--- src/dpio_pkg.sv ---
// Package: register map, field layout, reset values and carriers for the dual port block
package dpio_pkg;
  localparam int          DPIO_AW            = 8;
  // Register offsets
  localparam logic [7:0]  DPIO_P2_LATCH_OFF  = 8'h02;
  localparam logic [7:0]  DPIO_P2_PIN_OFF    = 8'h0e;
  localparam logic [7:0]  DPIO_P3_LATCH_OFF  = 8'h03;
  localparam logic [7:0]  DPIO_P3_DIR_OFF    = 8'h0a;
  localparam logic [7:0]  DPIO_P3_PIN_OFF    = 8'h0f;
  localparam logic [7:0]  DPIO_ADC_CTRL_OFF  = 8'h21;
  localparam logic [7:0]  DPIO_MODE_OFF      = 8'h39;
  // Field positions
  localparam int          DPIO_ANA_DIS_BIT   = 4;
  localparam int          DPIO_CHAN_SEL_LSB  = 0;
  localparam int          DPIO_CHAN_SEL_W    = 3;
  localparam int          DPIO_DUAL_BIT      = 0;
  localparam int          DPIO_STOP_BIT      = 1;
  localparam int          DPIO_STOP_PIN      = 0;
  localparam int          DPIO_INT_PIN       = 0;
  localparam int          DPIO_OSC_IN_PIN    = 1;
  localparam int          DPIO_OSC_OUT_PIN   = 2;
  localparam int          DPIO_AIN_FIRST     = 2;
  localparam int          DPIO_AIN_COUNT     = 6;
  // Reset values
  localparam logic [2:0]  DPIO_P2_LATCH_RST  = 3'h7;
  localparam logic [7:0]  DPIO_P3_LATCH_RST  = 8'h00;
  localparam logic [7:0]  DPIO_P3_DIR_RST    = 8'h00;
  localparam logic [7:0]  DPIO_ADC_CTRL_RST  = 8'h10;
  localparam logic [7:0]  DPIO_MODE_RST      = 8'h00;
  // Unimplemented upper bits of port-2 reads
  localparam logic [4:0]  DPIO_P2_UPPER_RD   = 5'h00;

  typedef struct packed {
    logic [7:0] addr;
    logic [7:0] wdata;
    logic       wr;
    logic       rd;
    logic       bitop;
  } dpio_req_s;

  typedef struct packed {
    logic [7:0] out;
    logic [7:0] oe;
  } dpio_drive_s;
endpackage

--- src/dpio_sync.sv ---
// Two-flop synchroniser bank for pin inputs
`timescale 1ns/10ps
module dpio_sync #(
  parameter int W = 8
) (
  input  wire logic         mclk,
  input  wire logic         srst,
  input  wire logic [W-1:0] d,
  output logic      [W-1:0] q
);
  logic [W-1:0] meta_ff;
  logic [W-1:0] q_ff;
  logic [W-1:0] nxt_meta;
  logic [W-1:0] nxt_q;

  // Refuse an empty bank at elaboration
  if (W < 1)
  begin : g_bad_width
    $error("dpio_sync: width must be at least one");
  end

  // First stage feeds only the second
  always_comb
  begin
    nxt_meta = d;
    nxt_q    = meta_ff;
  end

  always_ff @(posedge mclk)
  begin
    if (srst)
    begin
      meta_ff <= '0;
      q_ff    <= '0;
    end
    else
    begin
      meta_ff <= nxt_meta;
      q_ff    <= nxt_q;
    end
  end

  assign q = q_ff;
endmodule

--- src/dpio_top.sv ---
// Three-bit and eight-bit parallel ports with analog and resonator sharing
`timescale 1ns/10ps
// Function
// - Three-bit port output latch resets to all ones.
// - Dual-clock mode gives pins one and two to the resonator.
// - Interrupt pin falling edge sets its latch even when driven as output.
// - Three-bit latch register reads latches; eight-bit one reads pin levels except on analog pins; pin-state registers read pin levels.
// - Bits seven to three of three-bit port reads carry no meaning.
// - Stop-shared pin floats in stop mode regardless of output enable.
// - Reset clears direction and latch, sets analog-disable, all pins inputs.
// - Direction bit one drives the matching latch bit onto the pin.
// - Analog-disable zero turns selected pins analog, ignoring latch and direction.
// - Read returns latch for analog pins, pin level for others.
// - Writes never drive latch data onto analog pins.
// - Bit operations write pin levels back into input-mode latches.
// - Pin outputs change in the write cycle's second state.
// - Pin levels are sampled in the read cycle's first state.
module dpio_top
  import dpio_pkg::*;
#(
  parameter int P3_W = 8
) (
  input  wire logic                 mclk,
  input  wire logic                 srst,
  input  wire logic [DPIO_AW-1:0]   reg_addr,
  input  wire logic [7:0]           reg_wdata,
  input  wire logic                 reg_wr,
  input  wire logic                 reg_rd,
  input  wire logic                 reg_bitop,
  output logic      [7:0]           reg_rdata,
  input  wire logic [2:0]           port2_pin_in,
  output logic      [2:0]           port2_pin_out,
  output logic      [2:0]           port2_pin_oe,
  input  wire logic [P3_W-1:0]      port3_pin_in,
  output logic      [P3_W-1:0]      port3_pin_out,
  output logic      [P3_W-1:0]      port3_pin_oe,
  output logic      [P3_W-1:0]      analog_channel_input,
  output logic                      low_freq_osc_en,
  output logic                      port2_int_latch_set,
  output logic      [3:0]           key_wakeup_input
);
  // The channel map and bit-op merge are fixed at eight pins, so refuse any other width
  if (P3_W != 8)
  begin : g_bad_width
    $error("dpio_top: eight-bit port width must be 8");
  end

  dpio_req_s    req;
  dpio_drive_s  p3_drv;
  logic [2:0]   p2_sync;
  logic [7:0]   p3_sync;

  // Committed register state and next values
  logic [2:0]   port2_output_latch_ff, nxt_port2_output_latch;
  logic [7:0]   port3_output_latch_ff, nxt_port3_output_latch;
  logic [7:0]   port3_direction_ff,    nxt_port3_direction;
  logic [7:0]   converter_control_one_ff, nxt_converter_control_one;
  logic [7:0]   mode_ff,               nxt_mode;
  logic [7:0]   rdata_ff,              nxt_rdata;
  logic [2:0]   p2_out_ff,             nxt_p2_out;
  logic [2:0]   p2_oe_ff,              nxt_p2_oe;
  logic [7:0]   p3_out_ff,             nxt_p3_out;
  logic [7:0]   p3_oe_ff,              nxt_p3_oe;
  logic [7:0]   ain_ff,                nxt_ain;
  logic         osc_ff,                nxt_osc;
  logic         int_prev_ff,           nxt_int_prev;
  logic         int_set_ff,            nxt_int_set;
  logic [3:0]   wake_ff,               nxt_wake;

  // Decoded control fields and per-pin views
  logic         analog_input_disable;
  logic [2:0]   analog_channel_select;
  logic         dual_clock;
  logic         stop_mode;
  logic [7:0]   analog_mask;
  logic [2:0]   p2_level;
  wire  [7:0]   p3_read;

  // Pin inputs cross into mclk through two flops before any use
  dpio_sync #(.W(3)) u_sync2 (
    .mclk (mclk),
    .srst (srst),
    .d    (port2_pin_in),
    .q    (p2_sync)
  );

  dpio_sync #(.W(8)) u_sync3 (
    .mclk (mclk),
    .srst (srst),
    .d    (port3_pin_in),
    .q    (p3_sync)
  );

  // Decode one channel number to a one-hot analog pin mask
  function automatic logic [7:0] ain_decode(input logic en, input logic [2:0] sel);
    logic [7:0] m;
    m = 8'h00;
    // Channels past the last pin select nothing rather than wrap
    if (en && (sel < 3'(DPIO_AIN_COUNT)))
      m[3'(sel + 3'(DPIO_AIN_FIRST))] = 1'b1;
    return m;
  endfunction

  // Bus request bundle
  always_comb
  begin
    req.addr  = reg_addr;
    req.wdata = reg_wdata;
    req.wr    = reg_wr;
    req.rd    = reg_rd;
    req.bitop = reg_bitop;
  end

  // Control field decode
  // The mask is combinational so a bit-op write sees the new selection at once
  always_comb
  begin
    analog_input_disable  = converter_control_one_ff[DPIO_ANA_DIS_BIT];
    analog_channel_select = converter_control_one_ff[DPIO_CHAN_SEL_LSB +: DPIO_CHAN_SEL_W];
    dual_clock            = mode_ff[DPIO_DUAL_BIT];
    stop_mode             = mode_ff[DPIO_STOP_BIT];
    analog_mask           = ain_decode(!analog_input_disable, analog_channel_select);
  end

  // Three-bit port reads its synchronised pins directly
  always_comb
  begin
    p2_level = p2_sync;
  end

  // Port-three read view: analog pins show their latch, the rest the sampled level;
  // the latch stands in so a read never depends on a pin under conversion
  for (genvar b = 0; b < P3_W; b++)
  begin : g_p3_read
    assign p3_read[b] = analog_mask[b] ? port3_output_latch_ff[b] : p3_sync[b];
  end

  // Register writes, with bit operations merging pin levels for inputs
  // The slave never stalls, so every write strobe lands on its own edge
  always_comb
  begin
    nxt_port2_output_latch    = port2_output_latch_ff;
    nxt_port3_output_latch    = port3_output_latch_ff;
    nxt_port3_direction       = port3_direction_ff;
    nxt_converter_control_one = converter_control_one_ff;
    nxt_mode                  = mode_ff;
    if (req.wr)
    begin
      case (req.addr)
        DPIO_P2_LATCH_OFF: nxt_port2_output_latch = req.wdata[2:0];
        DPIO_P3_LATCH_OFF:
        begin
          // Bit ops carry pin levels of input bits back into the latch
          if (req.bitop)
            nxt_port3_output_latch = (req.wdata & port3_direction_ff)
                                   | (p3_read & ~port3_direction_ff);
          else
            nxt_port3_output_latch = req.wdata;
        end
        DPIO_P3_DIR_OFF:   nxt_port3_direction       = req.wdata;
        DPIO_ADC_CTRL_OFF: nxt_converter_control_one = req.wdata;
        DPIO_MODE_OFF:     nxt_mode                  = req.wdata;
        // Unmapped writes change nothing
        default:           nxt_mode                  = mode_ff;
      endcase
    end
  end

  // Read data one cycle after the strobe; unmapped reads give zero
  always_comb
  begin
    nxt_rdata = 8'h00;
    if (req.rd)
    begin
      case (req.addr)
        DPIO_P2_LATCH_OFF: nxt_rdata = {DPIO_P2_UPPER_RD, port2_output_latch_ff};
        DPIO_P2_PIN_OFF:   nxt_rdata = {DPIO_P2_UPPER_RD, p2_level};
        // Latch address gives the analog-aware view, pin address the raw pins
        DPIO_P3_LATCH_OFF: nxt_rdata = p3_read;
        DPIO_P3_DIR_OFF:   nxt_rdata = port3_direction_ff;
        DPIO_P3_PIN_OFF:   nxt_rdata = p3_sync;
        DPIO_ADC_CTRL_OFF: nxt_rdata = converter_control_one_ff;
        DPIO_MODE_OFF:     nxt_rdata = mode_ff;
        default:           nxt_rdata = 8'h00;
      endcase
    end
  end

  // Pin drive, computed from committed latches so outputs move one edge after the write
  always_comb
  begin
    // Three-bit port is open drain: low latch bit pulls the pin
    nxt_p2_out = 3'h0;
    nxt_p2_oe  = ~port2_output_latch_ff;
    if (dual_clock)
    begin
      nxt_p2_oe[DPIO_OSC_IN_PIN]  = 1'b0;
      nxt_p2_oe[DPIO_OSC_OUT_PIN] = 1'b0;
    end
    // Stop mode floats pin zero so the release source is never fought
    if (stop_mode)
      nxt_p2_oe[DPIO_STOP_PIN] = 1'b0;
    // Port three: direction drives, analog selection overrides it
    p3_drv.out = port3_output_latch_ff;
    p3_drv.oe  = port3_direction_ff & ~analog_mask;
    nxt_p3_out = p3_drv.out;
    nxt_p3_oe  = p3_drv.oe;
    nxt_ain    = analog_mask;
    nxt_osc    = dual_clock;
    // Wakeup pins count only while software keeps them as inputs
    nxt_wake   = p3_sync[7:4] & ~port3_direction_ff[7:4];
  end

  // Falling edge on the interrupt pin, driven or not; the previous level resets low
  // like the synchroniser, so release from reset never looks like a fall
  always_comb
  begin
    nxt_int_prev = p2_sync[DPIO_INT_PIN];
    nxt_int_set  = int_prev_ff & ~p2_sync[DPIO_INT_PIN];
  end

  // Software-visible registers
  always_ff @(posedge mclk)
  begin
    if (srst)
    begin
      port2_output_latch_ff    <= DPIO_P2_LATCH_RST;
      port3_output_latch_ff    <= DPIO_P3_LATCH_RST;
      port3_direction_ff       <= DPIO_P3_DIR_RST;
      converter_control_one_ff <= DPIO_ADC_CTRL_RST;
      mode_ff                  <= DPIO_MODE_RST;
    end
    else
    begin
      port2_output_latch_ff    <= nxt_port2_output_latch;
      port3_output_latch_ff    <= nxt_port3_output_latch;
      port3_direction_ff       <= nxt_port3_direction;
      converter_control_one_ff <= nxt_converter_control_one;
      mode_ff                  <= nxt_mode;
    end
  end

  // Read data register; idles at zero so a stray sample sees nothing
  always_ff @(posedge mclk)
  begin
    if (srst)
      rdata_ff <= 8'h00;
    else
      rdata_ff <= nxt_rdata;
  end

  // Pin drive and status outputs, one edge behind the committed registers
  always_ff @(posedge mclk)
  begin
    if (srst)
    begin
      p2_out_ff <= 3'h0;
      p2_oe_ff  <= 3'h0;
      p3_out_ff <= 8'h00;
      p3_oe_ff  <= 8'h00;
      ain_ff    <= 8'h00;
      osc_ff    <= 1'b0;
      wake_ff   <= 4'h0;
    end
    else
    begin
      p2_out_ff <= nxt_p2_out;
      p2_oe_ff  <= nxt_p2_oe;
      p3_out_ff <= nxt_p3_out;
      p3_oe_ff  <= nxt_p3_oe;
      ain_ff    <= nxt_ain;
      osc_ff    <= nxt_osc;
      wake_ff   <= nxt_wake;
    end
  end

  // Interrupt edge detector
  always_ff @(posedge mclk)
  begin
    if (srst)
    begin
      int_prev_ff <= 1'b0;
      int_set_ff  <= 1'b0;
    end
    else
    begin
      int_prev_ff <= nxt_int_prev;
      int_set_ff  <= nxt_int_set;
    end
  end

  assign reg_rdata            = rdata_ff;
  assign port2_pin_out        = p2_out_ff;
  assign port2_pin_oe         = p2_oe_ff;
  assign port3_pin_out        = p3_out_ff;
  assign port3_pin_oe         = p3_oe_ff;
  assign analog_channel_input = ain_ff;
  assign low_freq_osc_en      = osc_ff;
  assign port2_int_latch_set  = int_set_ff;
  assign key_wakeup_input     = wake_ff;
endmodule

--- config.mk ---
export PLATFORM = sky130hd
export DESIGN_NAME = dpio_top
export DESIGN_NICKNAME = d
export VERILOG_FILES = /design/src/dpio_pkg.sv /design/src/dpio_sync.sv /design/src/dpio_top.sv
export SDC_FILE = /design/constraint.sdc
export NUM_CORES = 1
export LEC_CHECK = 0
export BUFFER_PORTS_ARGS = -buffer_cell sky130_fd_sc_hd__clkbuf_2
export CAP_MARGIN = 20
export CELL_PAD_IN_SITES_DETAIL_PLACEMENT = 0
export CELL_PAD_IN_SITES_GLOBAL_PLACEMENT = 2
export CORE_ASPECT_RATIO = 1.75
export CORE_MARGIN = 3
export CORE_UTILIZATION = 36
export DETAILED_ROUTE_END_ITERATION = 8
export PLACE_DENSITY_LB_ADDON = 0.1
export SLEW_MARGIN = 20
export SYNTH_ARGS = -nofsm -noshare
export SYNTH_HDL_FRONTEND = slang
export SYNTH_SLANG_ARGS = --single-unit
--- constraint.sdc ---
create_clock -name mclk -period 3.92 [get_ports mclk]
set_input_delay 0.392 -clock mclk [delete_from_list [all_inputs] [get_ports mclk]]
set_output_delay 0.392 -clock mclk [all_outputs]
set_load 0.005 [all_outputs]
==> key figures <==
Power and ir drop
  – Pleak: roughly 1.9 nW
  – Internal power: around 1.5 mW
  – Seq pwr share: around 51%
  – Logic pwr share: 5.3%
  – Switching Share: 22.73%
  – PD cells: 432.2 nW/µm²
  – Clock network fraction of total power: 43.5%
  – Worst VDD drop: 0.2066 mV
  – Total power: approximately 2 mW
  – Net switching power: roughly 450 µW

Floorplan
  – Full die area: 12,120 µm²
  – Total core area: between 10,000 and 15,000 µm²
  – Overall die width: roughly 85 µm
  – Die Height: 143.4 µm
  – FP Rows: 49
  – # IOs: 76
  – Initial Utilization: between 30% and 40%

Global routing
  – Pin count of the biggest net entering global routing: 48
  – Grt ovf: 0
  – Gr usage total: approximately 17%
  – Vias in the first global route: about 2,900
  – First-pass GRT wire length: 15.99 mm
  – Initial antenna violation count: 0

Clock network
  – CTS clock-pin slew for the worst setup and hold paths: about 70 ps
  – PostCTS Resize Cnt: 0
  – Postcts setup bufs: 0
  – H-tree levels: 3
  – Bufs on Longest Clock Path: 2
  – CTS tree: built
  – Post-cts hold buffer count: 0
  – Root buffer selected by CTS: clkbuf_16
  – Num CTS Buffers: 9
  – Worst skew pair latency: 350 ps
  – CTS sink count: 99

Cells and area
  – Area Overhead vs Synth: 19.10%
  – Nets: about 500
  – Antenna diode count: 0
  – Ratio of cells with drive above 1 in the final layout: a little over a fifth
  – Filler cells: 1,064

Synth
  – Post-synth EDFFs: 0
  – Syn Inst Count: between 300 and 400
  – Netlist cell types: 51
  – Ys Warns: 0
  – Mapped Avg Cell Area: around 10 µm²
  – FF+latch count, synth: around 100
  – Main synth FF type: dfxtp_1
  – Ys async rst share: 0%
  – Seq/Total Area, Yosys: 51.01%
  – Syn Std Cell Area: between 3000 and 4000 µm²

Detailed routing
  – First-pass iteration count of the detailed router: 4
  – Drt wl/cell: roughly 17 µm
  – Vias: around 3,000
  – Vias per cell: ~5
  – Iteration-0 DRC Markers: about 130
  – Total routed wirelength: ~10 mm
  – ANT nets after route: 0
  – Drc violations: 0

Setup path
  – Startpoint types: flip-flop
  – CP Max Fanout: 13
  – Worst path required time: approximately 4100 ps
  – Worst Path Class, Setup: flip-flop to flip-flop
  – Worst Path Arrival: 2370 ps
  – Critical Path End Type: flip-flop

Placement
  – HPWL Detailed: 7.461 mm
  – Final GP Congestion: 0.8685
  – Buffers added on ports: 72

STA
  – Max Clock Freq: between 400 and 500 MHz
  – Slew Limit Fails: 0
  – Period utilisation layout: between 50% and 60%
  – Post-Route Setup TNS: 0 ps
  – Clk_skew: ~9.3 ps
  – Slew HR: 37.31%
  – Finish-stage setup viols: 0
  – Final hold viol count: 0
  – Crit path time final: ~2100 ps
  – Unrepaired setup endpoints after global routing: false
  – Least-Margin Pin Slew: about 940 ps

Outcome
  – Status: finished, final reports clean

Worst hold path
  – Worst Hold Class: input port to flip-flop

Job
  – Maxcap violations: 0
-- synth_stat cells (2+ instances only) --
library cell | n | area (µm²)
a2111oi_0 | 2 | 17.52
a211o_1 | 4 | 35.03
a211oi_1 | 2 | 15.01
a21oi_1 | 4 | 20.02
a22oi_1 | 4 | 30.03
a31oi_1 | 11 | 68.82
and3_1 | 6 | 37.54
and4b_1 | 2 | 20.02
buf_4 | 3 | 22.52
clkbuf_1 | 21 | 78.83
dfxtp_1 | 99 | 1982
inv_1 | 12 | 45.04
mux2_2 | 5 | 56.30
mux2i_1 | 32 | 320.3
nand2_1 | 5 | 18.77
nand2b_1 | 12 | 75.07
nand3_1 | 11 | 55.05
nand3b_1 | 5 | 37.54
nand4_1 | 5 | 31.28
nor2_1 | 38 | 142.6
nor2b_1 | 36 | 225.2
nor3_1 | 11 | 55.05
nor3b_1 | 15 | 112.6
nor4_1 | 2 | 12.51
nor4_4 | 2 | 42.54
nor4b_1 | 3 | 26.28
nor4bb_1 | 3 | 30.03
o22ai_1 | 5 | 31.28
o2bb2ai_1 | 2 | 17.52
o32a_1 | 2 | 20.02
or3_1 | 2 | 12.51
or3b_1 | 4 | 35.03
-- layout make-up --
type / count / area, µm² / area share, %
Sequential cell: 99 / 1982 / 42.83
Multi-Input combinational cell: 256 / 1757 / 37.97
Timing Repair Buffer: 75 / 382.9 / 8.275
Clock buffer: 12 / 266.5 / 5.760
Tap cell: 127 / 158.9 / 3.434
Inverter: 13 / 48.80 / 1.055
Clock inverter: 4 / 31.28 / 0.6760
-- per-layer routing --
layer	routed length, µm	GRT usage, %	part of all wire (%)	up-vias
met5	0	0	0	-
met4	192	7.173	1.9	0
met3	397	3.155	3.9	14
met2	5300	31.19	52	78
met1	4220	20.05	42	1410
li1	-	-	-	1504
-- power groups by stage --
stage | combinational, mW | clock (mW) | sequential (mW)
5_1_grt | 0.117 | 0.941 | 1.03
3_3_place_gp | 0.106 | 0 | 1.05
3_5_place_dp | 0.106 | 0 | 1.05
6_report | 0.106 | 0.869 | 1.03
2_1_floorplan | 0.0653 | 0 | 1.05
4_1_cts | 0.107 | 0.894 | 1.03
-- worst max-delay path, cell delays in order, from the launching register on --
cell and delay, ps:
dfxtp_1 600, nor4b_1 800, nor2b_1 90, a2111oi_0 400, o32ai_1 130
-- cell usage in the layout, fill, tap and decap left out, drive strengths merged, types with 5 or more instances in the layout --
cell type and count:
dfxtp 99, clkbuf 84, nor2 38, nor2b 36, mux2i 32, nor3b 16
inv 15, nand2b 12, nor3 11, nand3 11, a31oi 11, and3 6
nand4 5, mux2 5, o22ai 5, nand3b 5, nand2 5, conb 5
-- logic make-up (layout without fill, tap and decap cells) --
kind of cell / after synthesis / count (layout) / synth area share, %
compound gates: 47 / 47 / 8.922
xor+xnor: 1 / 1 / 0.2255
buf+inv: 38 / 104 / 4.154
flops: 99 / 99 / 51.01
mux: 37 / 37 / 9.694
other cells: 1 / 5 / 0.09653
simple gates: 166 / 166 / 25.89
-- metrics by stage --
step	hold slack, ps	cells	setup slack, ps	instance area (µm²)	util [%]
global route	246.5	586	1552	4627	44.39
finish	251.4	586	1776	4627	44.39
CTS	238.7	586	1783	4627	44.39
detailed placement	423.1	570	1415	4329	41.54
global placement	417.3	570	1429	4329	41.54
floorplan	412.7	393	1926	3900	-
-- path summary, 6_finish.rpt --
check                                                  from            endpoint  cells after the start  slack [ps]
worst max register to register  converter_control_one_ff[1]       nxt_p3_out[4]                      4        1780
worst max-delay path            converter_control_one_ff[1]       nxt_p3_out[4]                      4        1780
worst min-delay path                        port3_pin_in[7]  u_sync3.meta_ff[7]                      2         250
worst min register to register           u_sync3.meta_ff[0]        u_sync3.q[0]                      1         440
-- flip-flops by register name, indices dropped and copies added (netlist names) --
name                      count
int_prev_ff                   1
port3_pin_out                 8
u_sync2.meta_ff               3
u_sync2.q                     3
u_sync3.meta_ff               8
u_sync3.q                     8
converter_control_one_ff      8
port3_direction_ff            8
port3_pin_oe                  8
port2_pin_oe                  3
port2_output_latch_ff         3
port2_int_latch_set           1
analog_channel_input          8
key_wakeup_input              4
reg_rdata                     8
nxt_p3_out                    8
low_freq_osc_en               1
mode_ff                       8
Power figures use the tool's default switching activity.
